===== src/inc/adc_ctrl_pkg.sv =====
// Overview of operation
// - writing start bit begins conversion, self-clears
// - mode 00 off, 01 single, 11 repeat
// - input gate bit enables analog inputs
// - four-bit field picks one of sixteen channels
// - low-power entry resets primary, keeps channel
// - low-power entry resets status, keeps time, deep-idle
// - deep idle stops converter unless control bit set
// - end flag cleared at start-bit launch, high after conversion, kept high over repeat restart
// - reading upper result clears end flag
// - busy high from start until finish
// - width bit: 0 ten-bit, 1 eight-bit storage
// - time code selects 78 to 1248 clocks
// - completion stores result, sets flag, raises interrupt
// - repeat mode restarts automatically after completion
// - mode 00 aborts at once, discards result
// - ten-bit mode: upper bits 7:2 read zero
`default_nettype none
package adc_ctrl_pkg;
  // printed offsets are register indexes; byte address is index * 4
  localparam logic [9:0] IDX_PRIMARY      = 10'h2B0;
  localparam logic [9:0] IDX_STATUS       = 10'h2B1;
  localparam logic [9:0] IDX_RESULT_LOWER = 10'h2B2;
  localparam logic [9:0] IDX_RESULT_UPPER = 10'h2B3;

  localparam int BIT_START      = 7;
  localparam int BIT_MODE_HI    = 6;
  localparam int BIT_MODE_LO    = 5;
  localparam int BIT_GATE       = 4;
  localparam int BIT_END        = 7;
  localparam int BIT_BUSY       = 6;
  localparam int BIT_WIDTH      = 5;
  localparam int BIT_DEEP_IDLE  = 4;

  localparam logic [1:0] MODE_OFF    = 2'h0;
  localparam logic [1:0] MODE_SINGLE = 2'h1;
  localparam logic [1:0] MODE_REPEAT = 2'h3;

  localparam logic [3:0] TIME_RESET  = 4'hC;
  localparam logic [3:0] TIME_78     = 4'hA;
  localparam logic [3:0] TIME_156    = 4'hB;
  localparam logic [3:0] TIME_312    = 4'hC;
  localparam logic [3:0] TIME_624    = 4'hD;
  localparam logic [3:0] TIME_1248   = 4'hE;

  localparam logic [10:0] CYC_78   = 11'h04E;
  localparam logic [10:0] CYC_156  = 11'h09C;
  localparam logic [10:0] CYC_312  = 11'h138;
  localparam logic [10:0] CYC_624  = 11'h270;
  localparam logic [10:0] CYC_1248 = 11'h4E0;
endpackage
`default_nettype wire


===== src/rtl/conv_timer.sv =====
`timescale 1ns/1ps
`default_nettype none
module conv_timer (
  input  wire logic        clk,
  input  wire logic        sys_rst,
  input  wire logic        load,
  input  wire logic        abort,
  input  wire logic [10:0] length,
  output logic             expire
);
  logic [10:0] count;
  logic        running;
  logic [10:0] next_count;
  logic        next_running;

  assign expire = running && (count == 11'h000);

  always_comb begin
    next_count   = count;
    next_running = running;
    if (running && count != 11'h000) begin
      next_count = count - 11'h001;
    end
    if (expire) begin
      next_running = 1'b0;
    end
    if (load) begin
      next_count   = length - 11'h001;
      next_running = 1'b1;
    end
    if (abort) begin
      next_running = 1'b0;
    end
  end

  always_ff @(posedge clk) begin
    if (sys_rst) begin
      count   <= 11'h000;
      running <= 1'b0;
    end else begin
      count   <= next_count;
      running <= next_running;
    end
  end
endmodule
`default_nettype wire


===== src/rtl/adc_control_registers.sv =====
`timescale 1ns/1ps
`default_nettype none
module adc_control_registers (
  input  wire logic        clk,
  input  wire logic        sys_rst,
  input  wire logic        hsel,
  input  wire logic [31:0] haddr,
  input  wire logic [1:0]  htrans,
  input  wire logic        hwrite,
  input  wire logic [2:0]  hsize,
  input  wire logic [31:0] hwdata,
  input  wire logic        hready,
  output logic             hreadyout,
  output logic [31:0]      hrdata,
  output logic             hresp,
  input  wire logic        enterStop,
  input  wire logic        enterSlow,
  input  wire logic        enterLightIdle,
  input  wire logic        inDeepIdle,
  input  wire logic [9:0]  convResult,
  output logic [3:0]       analogChannel,
  output logic             analogInputEnable,
  output logic             convRunning,
  output logic             convStart,
  output logic             convDoneIrq
);
  // bus data-phase state
  logic        dpWrite;
  logic [9:0]  dpIdx;
  logic        next_dpWrite;
  logic [9:0]  next_dpIdx;
  logic [31:0] next_hrdata;

  // control state
  logic       startBit;
  logic [1:0] opMode;
  logic       inputGate;
  logic [3:0] channel;
  logic       resultWidth;
  logic       deepIdleCtl;
  logic [3:0] convTime;
  logic       endFlag;
  logic       busy;
  logic [7:0] resUpper;
  logic [7:0] resLower;
  logic       irq;
  logic       startPulse;
  logic       next_startBit;
  logic [1:0] next_opMode;
  logic       next_inputGate;
  logic [3:0] next_channel;
  logic       next_resultWidth;
  logic       next_deepIdleCtl;
  logic [3:0] next_convTime;
  logic       next_endFlag;
  logic       next_busy;
  logic [7:0] next_resUpper;
  logic [7:0] next_resLower;
  logic       next_irq;
  logic       next_startPulse;

  logic        accept;
  logic        readUpperHit;
  logic        wrPrimary;
  logic        wrStatus;
  logic        lowPower;
  logic        deepHold;
  logic        abortNow;
  logic        launch;
  logic        expire;
  logic        done;
  logic [10:0] convLength;

  assign accept       = hsel && htrans[1] && hready;
  assign readUpperHit = accept && !hwrite
                        && haddr[11:2] == adc_ctrl_pkg::IDX_RESULT_UPPER;
  assign wrPrimary    = dpWrite && dpIdx == adc_ctrl_pkg::IDX_PRIMARY;
  assign wrStatus     = dpWrite && dpIdx == adc_ctrl_pkg::IDX_STATUS;
  assign lowPower     = enterStop || enterSlow || enterLightIdle;
  assign deepHold     = inDeepIdle && !deepIdleCtl;
  // a mode write of 00 kills the conversion in its own data phase
  assign abortNow     = lowPower || deepHold || (wrPrimary
    && hwdata[adc_ctrl_pkg::BIT_MODE_HI:adc_ctrl_pkg::BIT_MODE_LO]
       == adc_ctrl_pkg::MODE_OFF);
  assign done         = expire && busy && !abortNow;
  assign launch       = !abortNow && ((startBit && !busy
    && (opMode == adc_ctrl_pkg::MODE_SINGLE
        || opMode == adc_ctrl_pkg::MODE_REPEAT))
    || (done && opMode == adc_ctrl_pkg::MODE_REPEAT));

  // reserved codes fall back to the longest time, the safe side
  always_comb begin
    case (convTime)
      adc_ctrl_pkg::TIME_78:  convLength = adc_ctrl_pkg::CYC_78;
      adc_ctrl_pkg::TIME_156: convLength = adc_ctrl_pkg::CYC_156;
      adc_ctrl_pkg::TIME_312: convLength = adc_ctrl_pkg::CYC_312;
      adc_ctrl_pkg::TIME_624: convLength = adc_ctrl_pkg::CYC_624;
      default:                convLength = adc_ctrl_pkg::CYC_1248;
    endcase
  end

  conv_timer timer (
    .clk     (clk),
    .sys_rst (sys_rst),
    .load    (launch),
    .abort   (abortNow),
    .length  (convLength),
    .expire  (expire)
  );

  always_comb begin
    next_dpWrite = accept && hwrite;
    next_dpIdx   = haddr[11:2];
    next_hrdata  = 32'h0000_0000;
    if (accept && !hwrite) begin
      if (haddr[11:2] == adc_ctrl_pkg::IDX_PRIMARY) begin
        next_hrdata[7:0] = {startBit, opMode, inputGate, channel};
      end else if (haddr[11:2] == adc_ctrl_pkg::IDX_STATUS) begin
        next_hrdata[7:0] = {endFlag, busy, resultWidth, deepIdleCtl,
                            convTime};
      end else if (haddr[11:2] == adc_ctrl_pkg::IDX_RESULT_LOWER) begin
        next_hrdata[7:0] = resLower;
      end else if (haddr[11:2] == adc_ctrl_pkg::IDX_RESULT_UPPER) begin
        next_hrdata[7:0] = resUpper;
      end
    end
  end

  always_ff @(posedge clk) begin
    if (sys_rst) begin
      dpWrite   <= 1'b0;
      dpIdx     <= 10'h000;
      hrdata    <= 32'h0000_0000;
      hreadyout <= 1'b1;
      hresp     <= 1'b0;
    end else begin
      dpWrite   <= next_dpWrite;
      dpIdx     <= next_dpIdx;
      hrdata    <= next_hrdata;
      hreadyout <= 1'b1;
      hresp     <= 1'b0;
    end
  end

  always_comb begin
    next_startBit    = startBit;
    next_opMode      = opMode;
    next_inputGate   = inputGate;
    next_channel     = channel;
    next_resultWidth = resultWidth;
    next_deepIdleCtl = deepIdleCtl;
    next_convTime    = convTime;
    next_endFlag     = endFlag;
    next_busy        = busy;
    next_resUpper    = resUpper;
    next_resLower    = resLower;
    next_irq         = 1'b0;
    next_startPulse  = 1'b0;
    if (readUpperHit) begin
      next_endFlag = 1'b0;
    end
    if (done) begin
      next_endFlag = 1'b1;
      next_irq     = 1'b1;
      next_busy    = 1'b0;
      if (resultWidth) begin
        next_resUpper = convResult[9:2];
        next_resLower = convResult[7:0];
      end else begin
        next_resUpper = {6'h00, convResult[9:8]};
        next_resLower = convResult[7:0];
      end
    end
    if (startBit && !busy) begin
      next_startBit = 1'b0;
    end
    if (launch) begin
      next_busy       = 1'b1;
      next_startPulse = 1'b1;
      if (!done) begin
        next_endFlag = 1'b0;
      end
    end
    if (abortNow) begin
      next_busy = 1'b0;
    end
    if (wrPrimary) begin
      next_startBit  = hwdata[adc_ctrl_pkg::BIT_START];
      next_opMode    = hwdata[adc_ctrl_pkg::BIT_MODE_HI:
                              adc_ctrl_pkg::BIT_MODE_LO];
      next_inputGate = hwdata[adc_ctrl_pkg::BIT_GATE];
      next_channel   = hwdata[3:0];
    end
    if (wrStatus) begin
      next_resultWidth = hwdata[adc_ctrl_pkg::BIT_WIDTH];
      next_deepIdleCtl = hwdata[adc_ctrl_pkg::BIT_DEEP_IDLE];
      next_convTime    = hwdata[3:0];
    end
    if (lowPower) begin
      next_startBit    = 1'b0;
      next_opMode      = adc_ctrl_pkg::MODE_OFF;
      next_inputGate   = 1'b0;
      next_resultWidth = 1'b0;
      next_endFlag     = 1'b0;
      next_busy        = 1'b0;
    end
  end

  always_ff @(posedge clk) begin
    if (sys_rst) begin
      startBit    <= 1'b0;
      opMode      <= adc_ctrl_pkg::MODE_OFF;
      inputGate   <= 1'b0;
      channel     <= 4'h0;
      resultWidth <= 1'b0;
      deepIdleCtl <= 1'b0;
      convTime    <= adc_ctrl_pkg::TIME_RESET;
      endFlag     <= 1'b0;
      busy        <= 1'b0;
      resUpper    <= 8'h00;
      resLower    <= 8'h00;
      irq         <= 1'b0;
      startPulse  <= 1'b0;
    end else begin
      startBit    <= next_startBit;
      opMode      <= next_opMode;
      inputGate   <= next_inputGate;
      channel     <= next_channel;
      resultWidth <= next_resultWidth;
      deepIdleCtl <= next_deepIdleCtl;
      convTime    <= next_convTime;
      endFlag     <= next_endFlag;
      busy        <= next_busy;
      resUpper    <= next_resUpper;
      resLower    <= next_resLower;
      irq         <= next_irq;
      startPulse  <= next_startPulse;
    end
  end

  assign analogChannel     = channel;
  assign analogInputEnable = inputGate;
  assign convRunning       = busy;
  assign convStart         = startPulse;
  assign convDoneIrq       = irq;
endmodule
`default_nettype wire


===== config.mk =====
export PLATFORM = sky130hd
export DESIGN_NAME = adc_control_registers
export DESIGN_NICKNAME = d
export VERILOG_FILES = /design/src/inc/adc_ctrl_pkg.sv /design/src/rtl/conv_timer.sv /design/src/rtl/adc_control_registers.sv
export SDC_FILE = /design/constraint.sdc
export NUM_CORES = 1
export LEC_CHECK = 0
export BUFFER_PORTS_ARGS = -buffer_cell sky130_fd_sc_hd__buf_2
export CAP_MARGIN = 40
export CELL_PAD_IN_SITES_DETAIL_PLACEMENT = 0
export CELL_PAD_IN_SITES_GLOBAL_PLACEMENT = 1
export CORE_MARGIN = 8
export CORE_UTILIZATION = 32
export CTS_CLUSTER_DIAMETER = 60
export DETAILED_ROUTE_END_ITERATION = 8
export PLACE_DENSITY_LB_ADDON = 0.1
export RECOVER_POWER = 50
export SYNTH_ARGS = -nofsm -noshare
export SYNTH_HDL_FRONTEND = slang
export SYNTH_SLANG_ARGS = --single-unit

===== constraint.sdc =====
create_clock -name clk -period 3.1 [get_ports clk]
set_input_delay 0.31 -clock clk [delete_from_list [all_inputs] [get_ports clk]]
set_output_delay 0.31 -clock clk [all_outputs]
set_load 0.05 [all_outputs]

==> After elaboration in Yosys (flattened, before gate mapping) <==
Index checks and enable logic that the tools add are counted.
{ "op_classes": {"muxes": 20, "reduce_logical": 38, "bitwise_logic": 1, "n_shift": 0, "mul": 0, "n_lt_le_gt_ge": 0, "div_mod_pow": 0, "eq_ne": 12, "n_addsub": 2} }
{ "ops": {"columns": ["operator", "count"], "rows": [
  ["$eq 10x10->1 const B", 6],
  ["$pmux 11 s4", 1],
  ["$mux 8", 5],
  ["$mux 11", 2],
  ["$sub 11x1->11 const B", 2],
  ["$logic_and 1x1->1", 17],
  ["$eq 4x4->1 const B", 4],
  ["$mux 1", 12],
  ["$logic_not 11->1", 1],
  ["$reduce_bool 11->1", 1],
  ["$reduce_bool 2->1", 4],
  ["$logic_or 1x1->1", 6],
  ["$reduce_or 2->1", 3],
  ["$logic_not 1->1", 4],
  ["$reduce_or 3->1", 1],
  ["$eq 2x1->1 const B", 1],
  ["$eq 2x2->1 const B", 1],
  ["$logic_not 2->1", 1],
  ["$not 1->1", 1]
]} }
{ "word_totals": {"mem_bits_ro": 0, "wordCells": 92, "memories": 0, "ff_bits": 89, "latch_bits": 0, "ram_bits": 0, "out_inout_bits": 42, "input_bits": 88} }

==> Logic depth before layout (Yosys ltp) <==
{ "logic_depth": {"depth_word": 10, "mapped_depth": 12, "depth_no_buf": 11} }

==> Cells and area by module <==
From an unflattened synthesis, not the netlist that was laid out.
{ "unflattened": {"cells_unflattened": 384, "area_unflattened_um2": 3403.3} }
{ "modules_own_cells": {"columns": ["mod", "instances", "seq_area_each_um2", "area_per_inst_um2", "cells_each"], "rows": [
  ["adc_control_registers", 1, 1061.0, 2451.1, 277],
  ["conv_timer", 1, 240.2, 952.2, 107]
]} }

==> Least setup slack after synthesis <==
Ideal clock, no wire load.
{ "synth_timing": {"path_kind": "reg2reg", "startpoint": "register dpIdx[3]", "endpoint": "register timer.count[6]", "t_arrival_ns": 2.744, "period_less_slack_ns": 2.835, "setup_time_ns": 0.091, "n_path_buf": 1, "required_time_ns": 3.009, "setup_slack_ns": 0.265, "path_stages_with_launch": 13, "cell_sequence": "dfxtp_1 -> nor4b_1 -> nand4_1 -> and3_1 -> buf_2 -> nand2_4 -> o41a_1 -> ha_1 -> nand2_1 -> or3_2 -> nor3_1 -> a221oi_1 -> a311oi_1"} }
{ "synth_via": {"elab_chain_len": 10, "elab_cells_between_ends": 11, "classes_between": "1 x eq/ne; 1 x mux; 9 x reduce/logical"} }
{ "synth_rtl": {"columns": ["element", "line_no", "text"], "rows": [
  ["start, declared", "adc_control_registers.sv:29", "logic [9:0] dpIdx;"],
  ["start signal, assigned", "adc_control_registers.sv:138", "dpIdx <= next_dpIdx;"],
  ["$eq 10x10->1 (*)", "adc_control_registers.sv:77", "assign wrPrimary = dpWrite && dpIdx == adc_ctrl_pkg::IDX_PRIMARY;"],
  ["$logic_and 1x1->1 (*)", "adc_control_registers.sv:77", null],
  ["$logic_and 1x1->1 (*)", "adc_control_registers.sv:83", "&& hwdata[adc_ctrl_pkg::BIT_MODE_HI:adc_ctrl_pkg::BIT_MODE_LO]"],
  ["$logic_or 1x1->1 (*)", "adc_control_registers.sv:82", "assign abortNow = lowPower || deepHold || (wrPrimary"],
  ["$logic_not 1->1 (*)", "adc_control_registers.sv:85, adc_control_registers.sv:86", null],
  ["$logic_and 1x1->1", "adc_control_registers.sv:85", "assign done = expire && busy && !abortNow;"],
  ["$logic_and 1x1->1", "adc_control_registers.sv:89", "|| (done && opMode == adc_ctrl_pkg::MODE_REPEAT));"],
  ["$logic_or 1x1->1", "adc_control_registers.sv:89", null],
  ["$logic_and 1x1->1 (*)", "adc_control_registers.sv:86", "assign launch = !abortNow && ((startBit && !busy"],
  ["$mux 11 or $reduce_bool 2->1 (tied branches)", null, null],
  ["end signal, assigned", "conv_timer.sv:41", "count <= next_count;"],
  ["end, declared", "conv_timer.sv:11", "logic [10:0] count;"]
]} }
Every way passes the cells marked *; elsewhere a longest branch is shown, timed or not.
A chain may end at the register's enable or synchronous reset.

==> Worst setup path after layout <==
Ends and elaborated chain as after synthesis.

==> impl_metrics.ini <==
[route]
drt-initial-drc-count = 132
wirelength_um = 8500
vias = 2532
vias_per_cell = 4.72
drt_pre_antenna_iters = 5
drc = 0
avgRoutedWirePerCell_um = 15.8
ant_nets = 0

[timing]
finClkSkew_ns = 0.0110
worst_pin_slew_ns = 1.61
rsz0062_at_grt = false
max_freq_ghz = 0.353
slew_violations = 34
fin_crit_ns = 2.83
final-hold-violation-count = 0
final.setup.tns_ns = 0
maxSlewHeadroom_pct = -7.16
finalSetupViolCount = 0
fin_crit_sh_pct = 91.4

[global_routing]
grt_pass1_vias = 2619
grt_max_degree = 34
grt.overflow.total = 0
grt_pass1_wl_um = 13700
track_usage_pct = 13.4
grt_antenna_before_repair = 0

[layout]
area_growth_pct = 20.0
final_nets = 488
n_fill_cell = 1043
fin_cells = 537
antenna_cells = 0
drive_above_1_share_pct = 23.5

[yosys]
synth_cell_type_count = 60
ys_warn_count = 0
synth_edf_count = 0
synth_area_leaders = dfxtp_1 42%, buf_4 6.7%, mux4_2 5.8%, mux2i_1 5.1%, nand2_1 4.1%
synth-seq-area-share_pct = 41.6
yosysTopAreaCell = dfxtp_1
postSynthAreaPerCell_sq_um = 9.39
dominantRegCellSynth = dfxtp_1
yosys_register_bits = 65
async_flop_share_pct = 0
synth_commonest_cells = 65 x dfxtp_1, 34 x nand2_1, 28 x buf_4
synth.cell_area_sq_um = 3130
yosysTopAreaCellShare_pct = 41.6
syn_inst = 333
yosysMostFrequentCell = dfxtp_1

[power_and_ir_drop]
ir_worst_vdd_v = 0.000209
p_clk_share_pct = 47.4
static-leakage-power_nw = 1.40
power.internal_w = 0.00143
seq_power_share_pct = 45.1
power_density_nw_per_um2 = 499
p_sw_w = 0.000442
power_frac_comb_pct = 7.5
switching_share_pct = 23.6

[critical_path]
critPathMaxFanout = 4
timing.rr.start = dpIdx[3]$_SDFF_PP0_
critPathLaunch = dpIdx[3]$_SDFF_PP0_
end_kind = register
cp.required_ns = 3.34
critical_path_class = register to register
startpoint_type = register
arrival_ns = 3.07

[flow_run]
cap_viol_max_count = 1

[worst_hold_path]
min_path_type = input port to register
min_from = haddr[8]

[floorplanning]
die_y_um = 115
dieArea_sq_um = 13200
die_w_um = 115
initial_core_util_pct = 32.4
core_area_sq_um = 9640
core.rowCount = 36
ios = 130

[clock_tree]
cts-root-buf = clkbuf_8
clkTransAtPathRegs_ns = 0.07
cts.sinks = 65
cts_setup_buffers = 0
postCtsHoldBufs = 0
cts_buffers = 9
htreeDepth = 3
clock_tree.buffer_depth = 2
clk_latency_ns = 0.34
cts_tree = yes
postCtsResizedCells = 0

[placed_design]
port_buffers = 53
dp_cells = 521
gp_congestion = 0.777
hpwl_um = 6330

[outcome]
violations = max-capacitance violations, max-slew violations
status = finished, violations left
[per-stage QoR]
stage / util [%] / total power, W / hold WS, ns / setup slack, ns / instance area, sq um
after floorplan: - / 0.000990 / 0.429 / 0.265 / 3220
after global placement: 36.6 / 0.00100 / 0.438 / 0.279 / 3530
after detailed placement: 36.6 / 0.00100 / 0.441 / 0.220 / 3530
after CTS: 39.1 / 0.00189 / 0.185 / 0.222 / 3770
after global routing: 38.9 / 0.00194 / 0.197 / 0.00708 / 3750
final: 38.9 / 0.00187 / 0.199 / 0.268 / 3750
[logic make-up (layout without fill, tap and decap cells)]
group / after synthesis / in the layout / share of synthesized area, %
simple gates: 138 / 138 / 24.6
flops: 65 / 65 / 41.6
compound gates: 49 / 49 / 10.9
buf+inv: 46 / 93 / 8.96
mux: 26 / 26 / 11.6
xor+xnor: 6 / 6 / 1.68
other cells: 2 / 26 / 0.240
fa+ha+maj: 1 / 1 / 0.400
[state kept, by name, indices dropped and copies added (netlist names)]
signal,count
timer.running,1
resUpper,8
convRunning,1
endFlag,1
resLower,8
timer.count,11
analogChannel,4
convDoneIrq,1
convStart,1
resultWidth,1
dpIdx,10
hrdata,8
convTime,4
analogInputEnable,1
startBit,1
deepIdleCtl,1
dpWrite,1
opMode,2
[cell type report]
cell class | count | area (sq um) | share of cell area, %
Multi-Input combinational cell | 246 | 1650 | 43.9
Sequential cell | 65 | 1300 | 34.7
Timing Repair Buffer | 71 | 372 | 9.90
Tap cell | 133 | 166 | 4.43
Clock buffer | 11 | 141 | 3.77
Clock inverter | 5 | 103 | 2.73
Inverter | 6 | 22.5 | 0.600
[worst max-delay path, stage by stage, from the launching register on]
cell and delay, ns:
dfxtp_1 0.30, nor4b_1 0.50, nand4_1 0.20, and3_1 0.26, nand2_4 0.10, o41a_1 0.14, ha_1 0.23, nand2_1 0.11
or3_2 0.43, nor3_1 0.14, a221oi_1 0.07, a311oi_1 0.24
[cell usage in the layout, fill, tap and decap left out, drive strengths merged, types with 9 or more instances in the layout]
cell	instances
nand2	35
buf	52
a21oi	22
nor2	24
nor3	10
dfxtp	65
mux2i	16
nor2b	18
nand4	9
nand3	12
conb	26
clkbuf	30
[layer usage]
layer / up-vias / GRT usage [%] / wire length [um] / share of wire (%)
li1: 1270 / - / - / -
met1: 1202 / 17.4 / 4130 / 49
met2: 52 / 21.2 / 3940 / 46
met3: 8 / 4.04 / 334 / 3.9
met4: 0 / 3.68 / 91 / 1.1
met5: - / 0 / 0 / 0
[power by group through the flow]
stage	combinational (W)	clock [W]	sequential (W)
finish	0.000141	0.000887	0.000844
global route	0.000151	0.000948	0.000844
CTS	0.000141	0.000908	0.000843
detailed placement	0.000141	0	0.000863
global placement	0.000142	0	0.000863
floorplan	0.000127	0	0.000862
[worst paths after layout]
check,end,slack (ns),depth (start not counted)
worst min register to register,resUpper[6]$_SDFFE_PP0P_,0.45,2
worst max register to register,timer.count[6]$_SDFFE_PP0P_,0.27,11
worst max-delay path,timer.count[6]$_SDFFE_PP0P_,0.27,11
worst min-delay path,dpIdx[6]$_SDFF_PP0_,0.20,2
Note: power is estimated with default switching activity, not from simulation.
